<file path="src/grc_pkg.sv">
// Shared constants of the gated replay controller: register map, fields, mode codes,
// alignment and lead-in tables.
// Assumes a 32-bit AXI4-Lite register bus and a one-cycle sample tick per sample.
package grc_pkg;
   localparam int GRC_ADDR_W = 8;
   localparam logic [7:0] GRC_CTRL_OFS = 8'h00;
   localparam logic [7:0] GRC_CONFIG_OFS = 8'h04;
   localparam logic [7:0] GRC_RATE_OFS = 8'h08;
   localparam logic [7:0] GRC_TOTAL_OFS = 8'h0C;
   localparam logic [7:0] GRC_STATUS_OFS = 8'h10;
   localparam logic [7:0] GRC_COUNT_OFS = 8'h14;
   localparam int GRC_CTRL_EN_BIT = 0;
   localparam int GRC_CTRL_FIFO_BIT = 1;
   localparam int GRC_CFG_MODE_LSB = 0;
   localparam int GRC_CFG_CHAN_LSB = 4;
   localparam int GRC_ST_ARMED_BIT = 0;
   localparam int GRC_ST_DELAY_BIT = 1;
   localparam int GRC_ST_RUN_BIT = 2;
   localparam int GRC_ST_DONE_BIT = 3;
   localparam int GRC_ST_ERR_BIT = 4;
   localparam int GRC_ST_GATE_BIT = 5;
   localparam logic [31:0] GRC_CTRL_RST = 32'h00000000;
   localparam logic [31:0] GRC_CONFIG_RST = 32'h00000000;
   localparam logic [31:0] GRC_RATE_RST = 32'h00000000;
   localparam logic [31:0] GRC_TOTAL_RST = 32'h00000000;
   localparam logic [2:0] GATE_RISING_EDGE_MODE = 3'h0;
   localparam logic [2:0] GATE_FALLING_EDGE_MODE = 3'h1;
   localparam logic [1:0] GRC_CH_ONE = 2'h0;
   localparam logic [1:0] GRC_CH_TWO_SPLIT = 2'h1;
   localparam logic [1:0] GRC_CH_TWO_SAME = 2'h2;
   localparam logic [1:0] GRC_CH_FOUR = 2'h3;
   localparam logic [31:0] GRC_RATE_5M = 32'h004C4B40;
   localparam logic [31:0] GRC_RATE_2M5 = 32'h002625A0;
   localparam logic [31:0] GRC_RATE_1M25 = 32'h001312D0;
   localparam logic [3:0] GRC_ALIGN_8 = 4'h8;
   localparam logic [3:0] GRC_ALIGN_4 = 4'h4;
   localparam logic [3:0] GRC_ALIGN_2 = 4'h2;
   localparam logic [3:0] GRC_LEAD_1CH_LO = 4'h7;
   localparam logic [3:0] GRC_LEAD_1CH_HI = 4'hC;
   localparam logic [3:0] GRC_LEAD_2CH_LO = 4'h3;
   localparam logic [3:0] GRC_LEAD_2CH_HI = 4'h6;
   localparam logic [3:0] GRC_LEAD_4CH_LO = 4'h2;
   localparam logic [3:0] GRC_LEAD_4CH_HI = 4'h3;
   localparam logic [1:0] GRC_RESP_OKAY = 2'h0;
   localparam logic [1:0] GRC_RESP_SLVERR = 2'h2;
endpackage : grc_pkg

</file>
<file path="src/grc_gate_if.sv">
// Link between the replay sequencer and the gate edge detector.
// Sequencer drives the selected gate mode; detector returns gate events.
`timescale 1ns/1ns
interface grc_gate_if;
   logic [2:0] mode;
   logic opened;
   logic level;
   modport det (input mode, output opened, output level);
   modport ctl (output mode, input opened, input level);
endinterface : grc_gate_if

</file>
<file path="src/grc_top.sv">
// Gated replay sequencer with AXI4-Lite registers.
// Assumes one sample_tick pulse per sample period and a trigger input synchronous to aclk.
//
// Added by the designer: the register addresses and the AXI4-Lite interface to the registers.
`timescale 1ns/1ns
module grc_top
   import grc_pkg::*;
#(
   parameter int CNT_W = 32
)
(
   input wire logic aclk,
   input wire logic aresetn,
   input wire logic ce,
   input wire logic [GRC_ADDR_W-1:0] s_axi_awaddr,
   input wire logic s_axi_awvalid,
   output logic s_axi_awready,
   input wire logic [31:0] s_axi_wdata,
   input wire logic [3:0] s_axi_wstrb,
   input wire logic s_axi_wvalid,
   output logic s_axi_wready,
   output logic [1:0] s_axi_bresp,
   output logic s_axi_bvalid,
   input wire logic s_axi_bready,
   input wire logic [GRC_ADDR_W-1:0] s_axi_araddr,
   input wire logic s_axi_arvalid,
   output logic s_axi_arready,
   output logic [31:0] s_axi_rdata,
   output logic [1:0] s_axi_rresp,
   output logic s_axi_rvalid,
   input wire logic s_axi_rready,
   input wire logic trig_in,
   input wire logic sample_tick,
   output logic sample_strobe,
   output logic replay_active,
   output logic replay_done
);
   typedef enum logic [2:0] {ST_IDLE, ST_ARMED, ST_DELAY, ST_RUN, ST_DONE} grc_state_type;

   grc_state_type st;
   logic [31:0] ctrl_reg;
   logic [31:0] config_reg;
   logic [31:0] rate_reg;
   logic [31:0] total_reg;
   logic cfg_error;
   logic [GRC_ADDR_W-1:0] aw_addr;
   logic aw_full;
   logic [31:0] w_data;
   logic [3:0] w_strb;
   logic w_full;
   logic wr_fire;
   logic ctrl_wr;
   logic en_wr;
   logic mode_ok;
   logic arm_req;
   logic fifo_mode;
   logic [1:0] chan_cfg;
   logic [3:0] align_len;
   logic [3:0] lead_len;
   logic [3:0] delay_cnt;
   logic [CNT_W-1:0] run_idx;
   logic [CNT_W-1:0] total_cnt;
   logic [3:0] idx_low;
   logic boundary;
   logic hit_total;
   logic [31:0] rd_data;
   logic [1:0] rd_resp;

   grc_gate_if gif ();

   grc_gate_detect u_detect (
      .aclk(aclk),
      .aresetn(aresetn),
      .ce(ce),
      .trig_in(trig_in),
      .gif(gif)
   );

   function automatic logic [31:0] merge_strb(logic [31:0] old_v, logic [31:0] new_v,
                                              logic [3:0] strb);
      logic [31:0] res;
      res = old_v;
      for (int i = 0; i < 4; i++)
      begin
         if (strb[i])
            res[8*i +: 8] = new_v[8*i +: 8];
      end
      return res;
   endfunction : merge_strb

   assign fifo_mode = ctrl_reg[GRC_CTRL_FIFO_BIT];
   assign chan_cfg = config_reg[GRC_CFG_CHAN_LSB +: 2];
   assign gif.mode = config_reg[GRC_CFG_MODE_LSB +: 3];
   assign mode_ok = (gif.mode == GATE_RISING_EDGE_MODE) ||
                    (gif.mode == GATE_FALLING_EDGE_MODE);
   assign wr_fire = aw_full && w_full && !s_axi_bvalid;
   assign ctrl_wr = wr_fire && aw_addr == GRC_CTRL_OFS && w_strb[0];
   assign en_wr = w_data[GRC_CTRL_EN_BIT];
   assign arm_req = ctrl_wr && en_wr && mode_ok && (st == ST_IDLE || st == ST_DONE);

   // Alignment and lead-in come from the same channel/mode classes
   always_comb
   begin
      align_len = GRC_ALIGN_8;
      lead_len = (rate_reg < GRC_RATE_5M) ? GRC_LEAD_1CH_LO : GRC_LEAD_1CH_HI;
      if ((chan_cfg == GRC_CH_TWO_SPLIT && fifo_mode) || chan_cfg == GRC_CH_TWO_SAME ||
          (chan_cfg == GRC_CH_FOUR && !fifo_mode))
      begin
         align_len = GRC_ALIGN_4;
         lead_len = (rate_reg < GRC_RATE_2M5) ? GRC_LEAD_2CH_LO : GRC_LEAD_2CH_HI;
      end
      else if (chan_cfg == GRC_CH_FOUR)
      begin
         align_len = GRC_ALIGN_2;
         lead_len = (rate_reg < GRC_RATE_1M25) ? GRC_LEAD_4CH_LO : GRC_LEAD_4CH_HI;
      end
   end

   assign idx_low = run_idx[3:0] + 4'h1;
   assign boundary = (idx_low & (align_len - 4'h1)) == 4'h0;
   assign hit_total = !fifo_mode && (total_cnt + CNT_W'(1)) >= CNT_W'(total_reg);

   // AXI write address and data are captured independently, then applied together
   always_ff @(posedge aclk)
   begin
      if (!aresetn)
      begin
         s_axi_awready <= 1'b1;
         s_axi_wready <= 1'b1;
         aw_full <= 1'b0;
         w_full <= 1'b0;
         aw_addr <= '0;
         w_data <= 32'h00000000;
         w_strb <= 4'h0;
         s_axi_bvalid <= 1'b0;
         s_axi_bresp <= GRC_RESP_OKAY;
      end
      else if (ce)
      begin
         if (s_axi_awready && s_axi_awvalid)
         begin
            s_axi_awready <= 1'b0;
            aw_full <= 1'b1;
            aw_addr <= s_axi_awaddr;
         end
         if (s_axi_wready && s_axi_wvalid)
         begin
            s_axi_wready <= 1'b0;
            w_full <= 1'b1;
            w_data <= s_axi_wdata;
            w_strb <= s_axi_wstrb;
         end
         if (wr_fire)
         begin
            aw_full <= 1'b0;
            w_full <= 1'b0;
            s_axi_bvalid <= 1'b1;
            s_axi_bresp <= (aw_addr <= GRC_COUNT_OFS && aw_addr[1:0] == 2'h0) ?
                           GRC_RESP_OKAY : GRC_RESP_SLVERR;
         end
         if (s_axi_bvalid && s_axi_bready)
         begin
            s_axi_bvalid <= 1'b0;
            s_axi_awready <= 1'b1;
            s_axi_wready <= 1'b1;
         end
      end
   end

   always_ff @(posedge aclk)
   begin
      if (!aresetn)
      begin
         ctrl_reg <= GRC_CTRL_RST;
         config_reg <= GRC_CONFIG_RST;
         rate_reg <= GRC_RATE_RST;
         total_reg <= GRC_TOTAL_RST;
         cfg_error <= 1'b0;
      end
      else if (ce && wr_fire)
      begin
         unique case (aw_addr)
            GRC_CTRL_OFS:
            begin
               ctrl_reg <= merge_strb(ctrl_reg, w_data, w_strb);
               if (w_strb[0] && en_wr && !mode_ok)
                  cfg_error <= 1'b1;
            end
            GRC_CONFIG_OFS:
            begin
               config_reg <= merge_strb(config_reg, w_data, w_strb);
               cfg_error <= 1'b0;
            end
            GRC_RATE_OFS: rate_reg <= merge_strb(rate_reg, w_data, w_strb);
            GRC_TOTAL_OFS: total_reg <= merge_strb(total_reg, w_data, w_strb);
            default: ;
         endcase
      end
   end

   always_comb
   begin
      rd_data = 32'h00000000;
      rd_resp = GRC_RESP_OKAY;
      unique case (s_axi_araddr)
         GRC_CTRL_OFS: rd_data = ctrl_reg;
         GRC_CONFIG_OFS: rd_data = config_reg;
         GRC_RATE_OFS: rd_data = rate_reg;
         GRC_TOTAL_OFS: rd_data = total_reg;
         GRC_STATUS_OFS:
         begin
            rd_data[GRC_ST_ARMED_BIT] = st == ST_ARMED;
            rd_data[GRC_ST_DELAY_BIT] = st == ST_DELAY;
            rd_data[GRC_ST_RUN_BIT] = st == ST_RUN;
            rd_data[GRC_ST_DONE_BIT] = st == ST_DONE;
            rd_data[GRC_ST_ERR_BIT] = cfg_error;
            rd_data[GRC_ST_GATE_BIT] = gif.level;
         end
         GRC_COUNT_OFS: rd_data = 32'(total_cnt);
         default: rd_resp = GRC_RESP_SLVERR;
      endcase
   end

   always_ff @(posedge aclk)
   begin
      if (!aresetn)
      begin
         s_axi_arready <= 1'b1;
         s_axi_rvalid <= 1'b0;
         s_axi_rdata <= 32'h00000000;
         s_axi_rresp <= GRC_RESP_OKAY;
      end
      else if (ce)
      begin
         if (s_axi_arready && s_axi_arvalid)
         begin
            s_axi_arready <= 1'b0;
            s_axi_rvalid <= 1'b1;
            s_axi_rdata <= rd_data;
            s_axi_rresp <= rd_resp;
         end
         else if (s_axi_rvalid && s_axi_rready)
         begin
            s_axi_rvalid <= 1'b0;
            s_axi_arready <= 1'b1;
         end
      end
   end

   // Sequencer; a disable write wins over every other transition
   always_ff @(posedge aclk)
   begin
      if (!aresetn)
         st <= ST_IDLE;
      else if (ce)
      begin
         if (ctrl_wr && !en_wr)
            st <= ST_IDLE;
         else
         begin
            unique case (st)
               ST_IDLE, ST_DONE:
                  if (arm_req)
                     st <= ST_ARMED;
               ST_ARMED:
                  if (gif.opened)
                     st <= ST_DELAY;
               ST_DELAY:
                  if (sample_tick && delay_cnt == lead_len - 4'h1)
                     st <= ST_RUN;
               ST_RUN:
                  if (sample_tick)
                  begin
                     if (hit_total)
                        st <= ST_DONE;
                     else if (boundary && !gif.level)
                        st <= ST_ARMED;
                  end
            endcase
         end
      end
   end

   // Lead-in burns the samples that the memory refresh costs after gate start
   always_ff @(posedge aclk)
   begin
      if (!aresetn)
         delay_cnt <= 4'h0;
      else if (ce)
      begin
         if (st != ST_DELAY)
            delay_cnt <= 4'h0;
         else if (sample_tick)
            delay_cnt <= delay_cnt + 4'h1;
      end
   end

   always_ff @(posedge aclk)
   begin
      if (!aresetn)
      begin
         run_idx <= '0;
         total_cnt <= '0;
      end
      else if (ce)
      begin
         if (arm_req)
            total_cnt <= '0;
         else if (st == ST_RUN && sample_tick)
            total_cnt <= total_cnt + CNT_W'(1);
         if (st == ST_ARMED && gif.opened)
            run_idx <= '0;
         else if (st == ST_RUN && sample_tick)
            run_idx <= run_idx + CNT_W'(1);
      end
   end

   always_ff @(posedge aclk)
   begin
      if (!aresetn)
      begin
         sample_strobe <= 1'b0;
         replay_active <= 1'b0;
         replay_done <= 1'b0;
      end
      else if (ce)
      begin
         sample_strobe <= st == ST_RUN && sample_tick;
         replay_active <= st == ST_DELAY || st == ST_RUN;
         replay_done <= st == ST_DONE;
      end
   end
endmodule : grc_top

</file>
<file path="src/grc_gate_detect.sv">
// Gate edge detector: turns the trigger input into gate-open pulses and a gate level.
// Trigger input is taken as synchronous to aclk.
`timescale 1ns/1ns
module grc_gate_detect
   import grc_pkg::*;
(
   input wire logic aclk,
   input wire logic aresetn,
   input wire logic ce,
   input wire logic trig_in,
   grc_gate_if.det gif
);
   logic trig_prev;
   logic rise;
   logic fall;
   logic open_evt;
   logic close_evt;

   assign rise = trig_in && !trig_prev;
   assign fall = !trig_in && trig_prev;
   assign open_evt = (gif.mode == GATE_RISING_EDGE_MODE && rise) ||
                     (gif.mode == GATE_FALLING_EDGE_MODE && fall);
   assign close_evt = (gif.mode == GATE_RISING_EDGE_MODE && fall) ||
                      (gif.mode == GATE_FALLING_EDGE_MODE && rise);

   always_ff @(posedge aclk)
   begin
      if (!aresetn)
      begin
         trig_prev <= 1'b0;
         gif.opened <= 1'b0;
         gif.level <= 1'b0;
      end
      else if (ce)
      begin
         trig_prev <= trig_in;
         gif.opened <= open_evt;
         if (open_evt)
            gif.level <= 1'b1;
         else if (close_evt)
            gif.level <= 1'b0;
      end
   end
endmodule : grc_gate_detect

</file>
<file path="config.mk">
export PLATFORM = sky130hd
export DESIGN_NAME = grc_top
export DESIGN_NICKNAME = d
export VERILOG_FILES = /design/src/grc_pkg.sv /design/src/grc_gate_if.sv /design/src/grc_top.sv /design/src/grc_gate_detect.sv
export SDC_FILE = /design/constraint.sdc
export NUM_CORES = 1
export LEC_CHECK = 0
export ABC_AREA = 1
export BUFFER_PORTS_ARGS = -buffer_cell sky130_fd_sc_hd__clkbuf_2
export CAP_MARGIN = 25
export CORE_UTILIZATION = 40
export DETAILED_ROUTE_END_ITERATION = 8
export PLACE_DENSITY_LB_ADDON = 0.08
export SLEW_MARGIN = 20
export SYNTH_ARGS = -nofsm -noshare
export SYNTH_HDL_FRONTEND = slang
export SYNTH_SLANG_ARGS = --single-unit
</file>
<file path="constraint.sdc">
create_clock -name aclk -period 2.9 [get_ports aclk]
set_input_delay 0.29 -clock aclk [delete_from_list [all_inputs] [get_ports aclk]]
set_output_delay 0.29 -clock aclk [all_outputs]
set_load 0.05 [all_outputs]
</file>
# Yosys cells after proc, flatten, opt, wreduce, memory -nomap -nowiden
# Index checks and enable logic that the tools add are counted.
# W data, S select, Z words.
# word_totals
regBits,293
in_bits,62
out_inout_bits,44
word_cells,214
# op_classes
n_addsub,6
order_cmp,5
n_eq_ne,24
muxes,43
bitwise_logic,1
n_reduce_logical,95
# ops
operator,n
$pmux W26 S5,1
$mux W32,4
$add A32 B1 Y32 const B,2
$reduce_and A3 Y1,17
$pmux W6 S6,1
$eq A8 B4 Y1 const B,4
$ge A32 B32 Y1,1
$lt A32 B21 Y1 const B,1
$lt A32 B22 Y1 const B,1
$lt A32 B23 Y1 const B,1
$logic_and A1 B1 Y1,30
$mux W4,7
$reduce_and A2 Y1,14
$mux W3,8
$reduce_bool A2 Y1,11
$mux W1,18
$eq A8 B3 Y1 const B,2
$eq A8 B5 Y1 const B,2
$logic_not A8 Y1,2
$pmux W3 S4,1
$add A4 B1 Y4 const B,2
$le A8 B5 Y1 const B,1
$sub A4 B1 Y4 const B,2
$logic_not A1 Y1,7
other kinds (21),34

# Longest topological paths before layout
# logic_depth
word_depth,14
mapped_depth,27
mapped_depth_nobuf,27

# Hierarchy
# Synthesis repeated with hierarchy kept, for this count alone.
# unflattened
hier_cells,1722
area_unflattened_um2,12404.4
# modules_own_cells
module,n_inst,cells_per_inst,area_each_um2,seq_area_each_um2
grc_top,1,1695,12240.5,5185.0
grc_gate_detect,1,27,163.9,60.1

# Worst setup path after synthesis
# Ideal clock, no wire load.
# synth_timing
kind,flip-flop to flip-flop
startpoint,register total_cnt[0]
endpoint,register st[0]
setup_ps,64
t_arrival_ps,3008
required_ps,2836
path_slack_ps,-172
path_stages_with_launch,27
n_path_buf,0
period_less_slack_ps,3072
cell_sequence,dfxtp_1 ha_1 nand2_1 nor2_2 nand3_2 nor2_4 nand3_4 nor3b_4 nand3_2 nor2_2 xnor2_1 clkinv_1 ha_1 nand2_1 nor2_1 nand2_1 nor2_1 nand2_1 nand3_1 nand2_1 nand3_1 nand2_1 inv_1 nand3_1 nand2_1 inv_1 nor2_1
# synth_via
elab_chain_len,7
elab_cells_between_ends,9
classes_between,add/sub: 1; order compare: 1; eq/ne: 1; mux: 4; reduce/logical: 2
# synth_lines
element,line,text
start: declaration,grc_top.sv:62,logic [CNT_W-1:0] total_cnt;
start signal: assignment,grc_top.sv:310,total_cnt <= total_cnt + CNT_W'(1);
$add A32 B1 Y32 (*),grc_top.sv:121,assign hit_total = !fifo_mode && (total_cnt + CNT_W'(1)) >= CNT_W'(total_reg);
$ge A32 B32 Y1 (*),grc_top.sv:121,
$logic_and A1 B1 Y1 (*),grc_top.sv:121,
$mux W3,grc_top.sv:274,if (hit_total)
$mux W3,grc_top.sv:272,if (sample_tick)
$pmux W3 S4,grc_top.sv:261,unique case (st)
$mux W3,grc_top.sv:257,if (ctrl_wr && !en_wr)
end signal: assignment,grc_top.sv:258,st <= ST_IDLE;
end signal: assignment,grc_top.sv:264,st <= ST_ARMED;
end signal: assignment,grc_top.sv:275,st <= ST_DONE;
end: declaration,grc_top.sv:40,grc_state_type st;
# Every way passes the cells marked *; elsewhere a longest branch is shown, timed or not. The select of a mux whose other input is x is not followed.
# A chain may end at the register's enable or synchronous reset.

# Worst setup path in the final report
# layout_timing
startpoint,register total_cnt[0]
endpoint,register st[2]
# The elaborated chain is that of the path after synthesis.

==> qor.txt <==
Leakage power total: 6.848 nW
Multi-input gate area: 0.006152 mm²
Number of I/O port buffers: 103
Critical path class: reg2reg
Vias per Instance: 5.190
Ys async rst share: 0%
Yosys Warn Count: 0
Hold EP: w_data[18]$_SDFFE_PN0P_
Flops & latches, synth: 262
Layout cells sized above 1: 19.12%
Outcome: finished with violations
Largest cells by area after synthesis: dfxtp_1 42%, a21oi_1 9.0%, nand2_1 8.7%
Core Rows: 64
Library cells used by synthesis: 44
Max Buffers Root-to-Sink: 3
Arr. time, crit path: 3.77 ns
Number of synthesized flops with an enable pin: 0
CP Capture Type: register
Total number of vias: 12156
Failing checks: setup timing
Inst Count DP: 2237
Syn Inst Count: 1697
Avg Cell Area, Syn: 7.337 µm²
Overall Global Routing Usage: 25.18%
Number of H-tree levels: 1
Total Power: 0.008412 W
Worst-Margin Slew: 0.7870 ns
Final min period: 3.277 ns
Most used DFF post-synth: dfxtp_1
Final Wtd Congestion: 0.8730
Hold_ws: 0.01239 ns
Most common cell after layout, fill and taps aside: nand2_1
Total CTS buffers: 30
Root buf cell: clkbuf_16
Hold Path Stages: 3
Worst Hold Class: in2reg
P_int: 0.006278 W
Setup Skew: 0.02182 ns
Worst-Skew Late Latency: 0.58 ns
Most frequent cells in the layout: 278 x nand2_1, 257 x dfxtp_1, 222 x inv_1, 222 x a21oi_1, 186 x o21ai_0
DRC errors left: 0
Global route overflow: 0
Die Ht: 178.4 µm
Pin count of the biggest net entering global routing: 204
FF/Latch Area: 0.005259 mm²
Clock Pin Slew Worst Setup and Hold Paths: 0.06 ns
Max rail drop VDD: 0.4095 mV
Post-synth top area cell: dfxtp_1
I/O Pins: 106
First-pass GRT wire length: 61980 µm
Power share of the combinational group: 7.7%
# setup viols final: 4
CTS tree: done
Reg2reg path depth: 25
Worst Slack Setup Final: -0.3774 ns
Clk sinks: 262
Pins Over Slew Limit: 0
RSZ-0062 raised after global routing: true
Initial core utilization: 40.70%
Post-detail-place hpwl: 28330 µm
Post-DRT Antenna Nets: 0
Netlist Area Pre-Place: 0.01245 mm²
Post-DR wirelength/cell: 17.13 µm
R2r setup slk: -0.38 ns
Number of global-route vias before repair: 11211
Seq/Total Area, Yosys: 42.13%
DIE WIDTH: 178.4 µm
Routed wire length: 40110 µm
Yosys top cell area share: 42.13%
Period utilization: 113.0%
RR Endpoint: st[2]$_SDFFE_PN0P_
Sequential share of power: 44.3%
Critical Path RT: 3.40 ns
Antenna violations before repair: 0
Setup_tns: -1.173 ns
DRT Pass-1 Iters: 5
Layout Nets: 2021
Switching share of total power: 25.37%
Core ar.: 0.03059 mm²
Power Density: 532.3 mW/mm²
Final hold violation count: 0
Utilization after layout: 51.66%
Startpoint types: register
ANT cells: 0
P_sw: 0.002134 W
Syn-to-layout area delta: 26.92%
Die Area: 0.03184 mm²
Min-delay src: s_axi_wdata[18]
Number of max-cap violations: 0
Clock Power Share: 47.9%
First DRT Iteration DRCs: 786
RR Startpoint: total_cnt[0]$_SDFFE_PN0P_
Post-route insts no fill: 2342
Slew headroom: 47.46%
Achievable Freq: 305.1 MHz
# fillers: 3040
Largest fanout on the critical path: 4
## synth_stat cells, types with 3 or more instances
master       n
nand2_2      4
nor2_4       3
inv_1      227
nand4_1     20
clkinv_1     4
nand3_2      4
nor2_1     124
a21oi_1    223
o211ai_1    34
o2111ai_1   21
o21ai_0    187
nor2_2       8
nor3_1      30
inv_2        4
buf_1        3
buf_2       16
nand2_1    289
nand3_1     35
clkbuf_1    60
xor2_1      21
a211oi_1     4
o22ai_1      7
xnor2_1     12
a221oi_1    31
buf_4        3
ha_1        36
nor4_1       5
dfxtp_1    262
## worst max path at each step
stage / endpoint / startpoint / cells after the start / slack, ns
6_report: st[2]$_SDFFE_PN0P_ / total_cnt[0]$_SDFFE_PN0P_ / 25 / -0.38
5_1_grt: st[0]$_SDFFE_PN0P_ / total_cnt[5]$_SDFFE_PN0P_ / 25 / -0.59
4_1_cts: st[0]$_SDFFE_PN0P_ / total_cnt[1]$_SDFFE_PN0P_ / 25 / -0.27
3_5_place_dp: st[0]$_SDFFE_PN0P_ / total_cnt[1]$_SDFFE_PN0P_ / 26 / -0.41
3_3_place_gp: st[0]$_SDFFE_PN0P_ / total_cnt[1]$_SDFFE_PN0P_ / 26 / -0.35
2_1_floorplan: st[0]$_SDFFE_PN0P_ / total_cnt[1]$_SDFFE_PN0P_ / 26 / -0.15
## through the flow
stage	worst slack (ns)	cell area (µm²)
4_1_cts	-0.2654	15640
5_1_grt	-0.5919	15800
6_report	-0.3774	15800
3_3_place_gp	-0.3515	14120
2_1_floorplan	-0.1486	12480
3_5_place_dp	-0.4140	14120
## repair_timing
item | in CTS | in global routing
pin swaps | 27 | 27
hold endpoints to repair | 28 | 0
setup endpoints to repair | 3 | 4
setup buffers | 18 | 4
gates resized for setup | 19 | 35
hold buffers | 28 | 0
## power groups by stage
stage	Sequential, W	Combinational (W)	Clock (W)
3_5_place_dp	0.00381	0.000619	0
3_3_place_gp	0.00381	0.000616	0
5_1_grt	0.00374	0.000710	0.00427
6_report	0.00373	0.000651	0.00403
2_1_floorplan	0.00390	0.000304	0
4_1_cts	0.00373	0.000651	0.00412
## area by class of cell
type	count	area share (%)
multi-input cells	1119	38.93
flip-flops and latches	262	33.28
repair buffers	275	12.41
inverters	235	5.614
clock buffers	36	5.020
well taps	396	3.135
clock inverters	19	1.607
## logic make-up after synthesis
| logic type | share of synthesized area (%) |
|---|---|
| simple gates | 18.61 |
| compound gates | 23.35 |
| buf+inv | 9.808 |
| flops | 42.13 |
| fa+ha+maj | 3.618 |
| xor+xnor | 2.452 |
| other cells | 0.03012 |
## layer usage
metal  up-vias  wire length, µm  global-route usage (%)
met1      5628            18600                   33.75
li1       6129                -                       -
met3        70             1918                   3.474
met4         0             1237                   8.757
met5         -                0                       0
met2       329            18360                   41.18
## critical path, stage by stage (launching register included)
cell and delay [ns]:
dfxtp_4 0.38, inv_4 0.04, nor3_4 0.22, nand2_2 0.12, nor2_4 0.13, nand3_2 0.10
nor2_4 0.14, nand4_4 0.15, nor2_4 0.12, xor2_1 0.17, inv_1 0.11, ha_4 0.30
nand2_4 0.06, nor2_4 0.11, nand4_1 0.18, nor2_4 0.18, nand2_2 0.06, nand3_2 0.10
nand2_2 0.07, nand3_2 0.07, nand2_2 0.05, inv_2 0.08, nand3_2 0.09, nand2_1 0.08
inv_1 0.04, nor2_1 0.08
No activity file was read; power rests on OpenSTA's default activity.
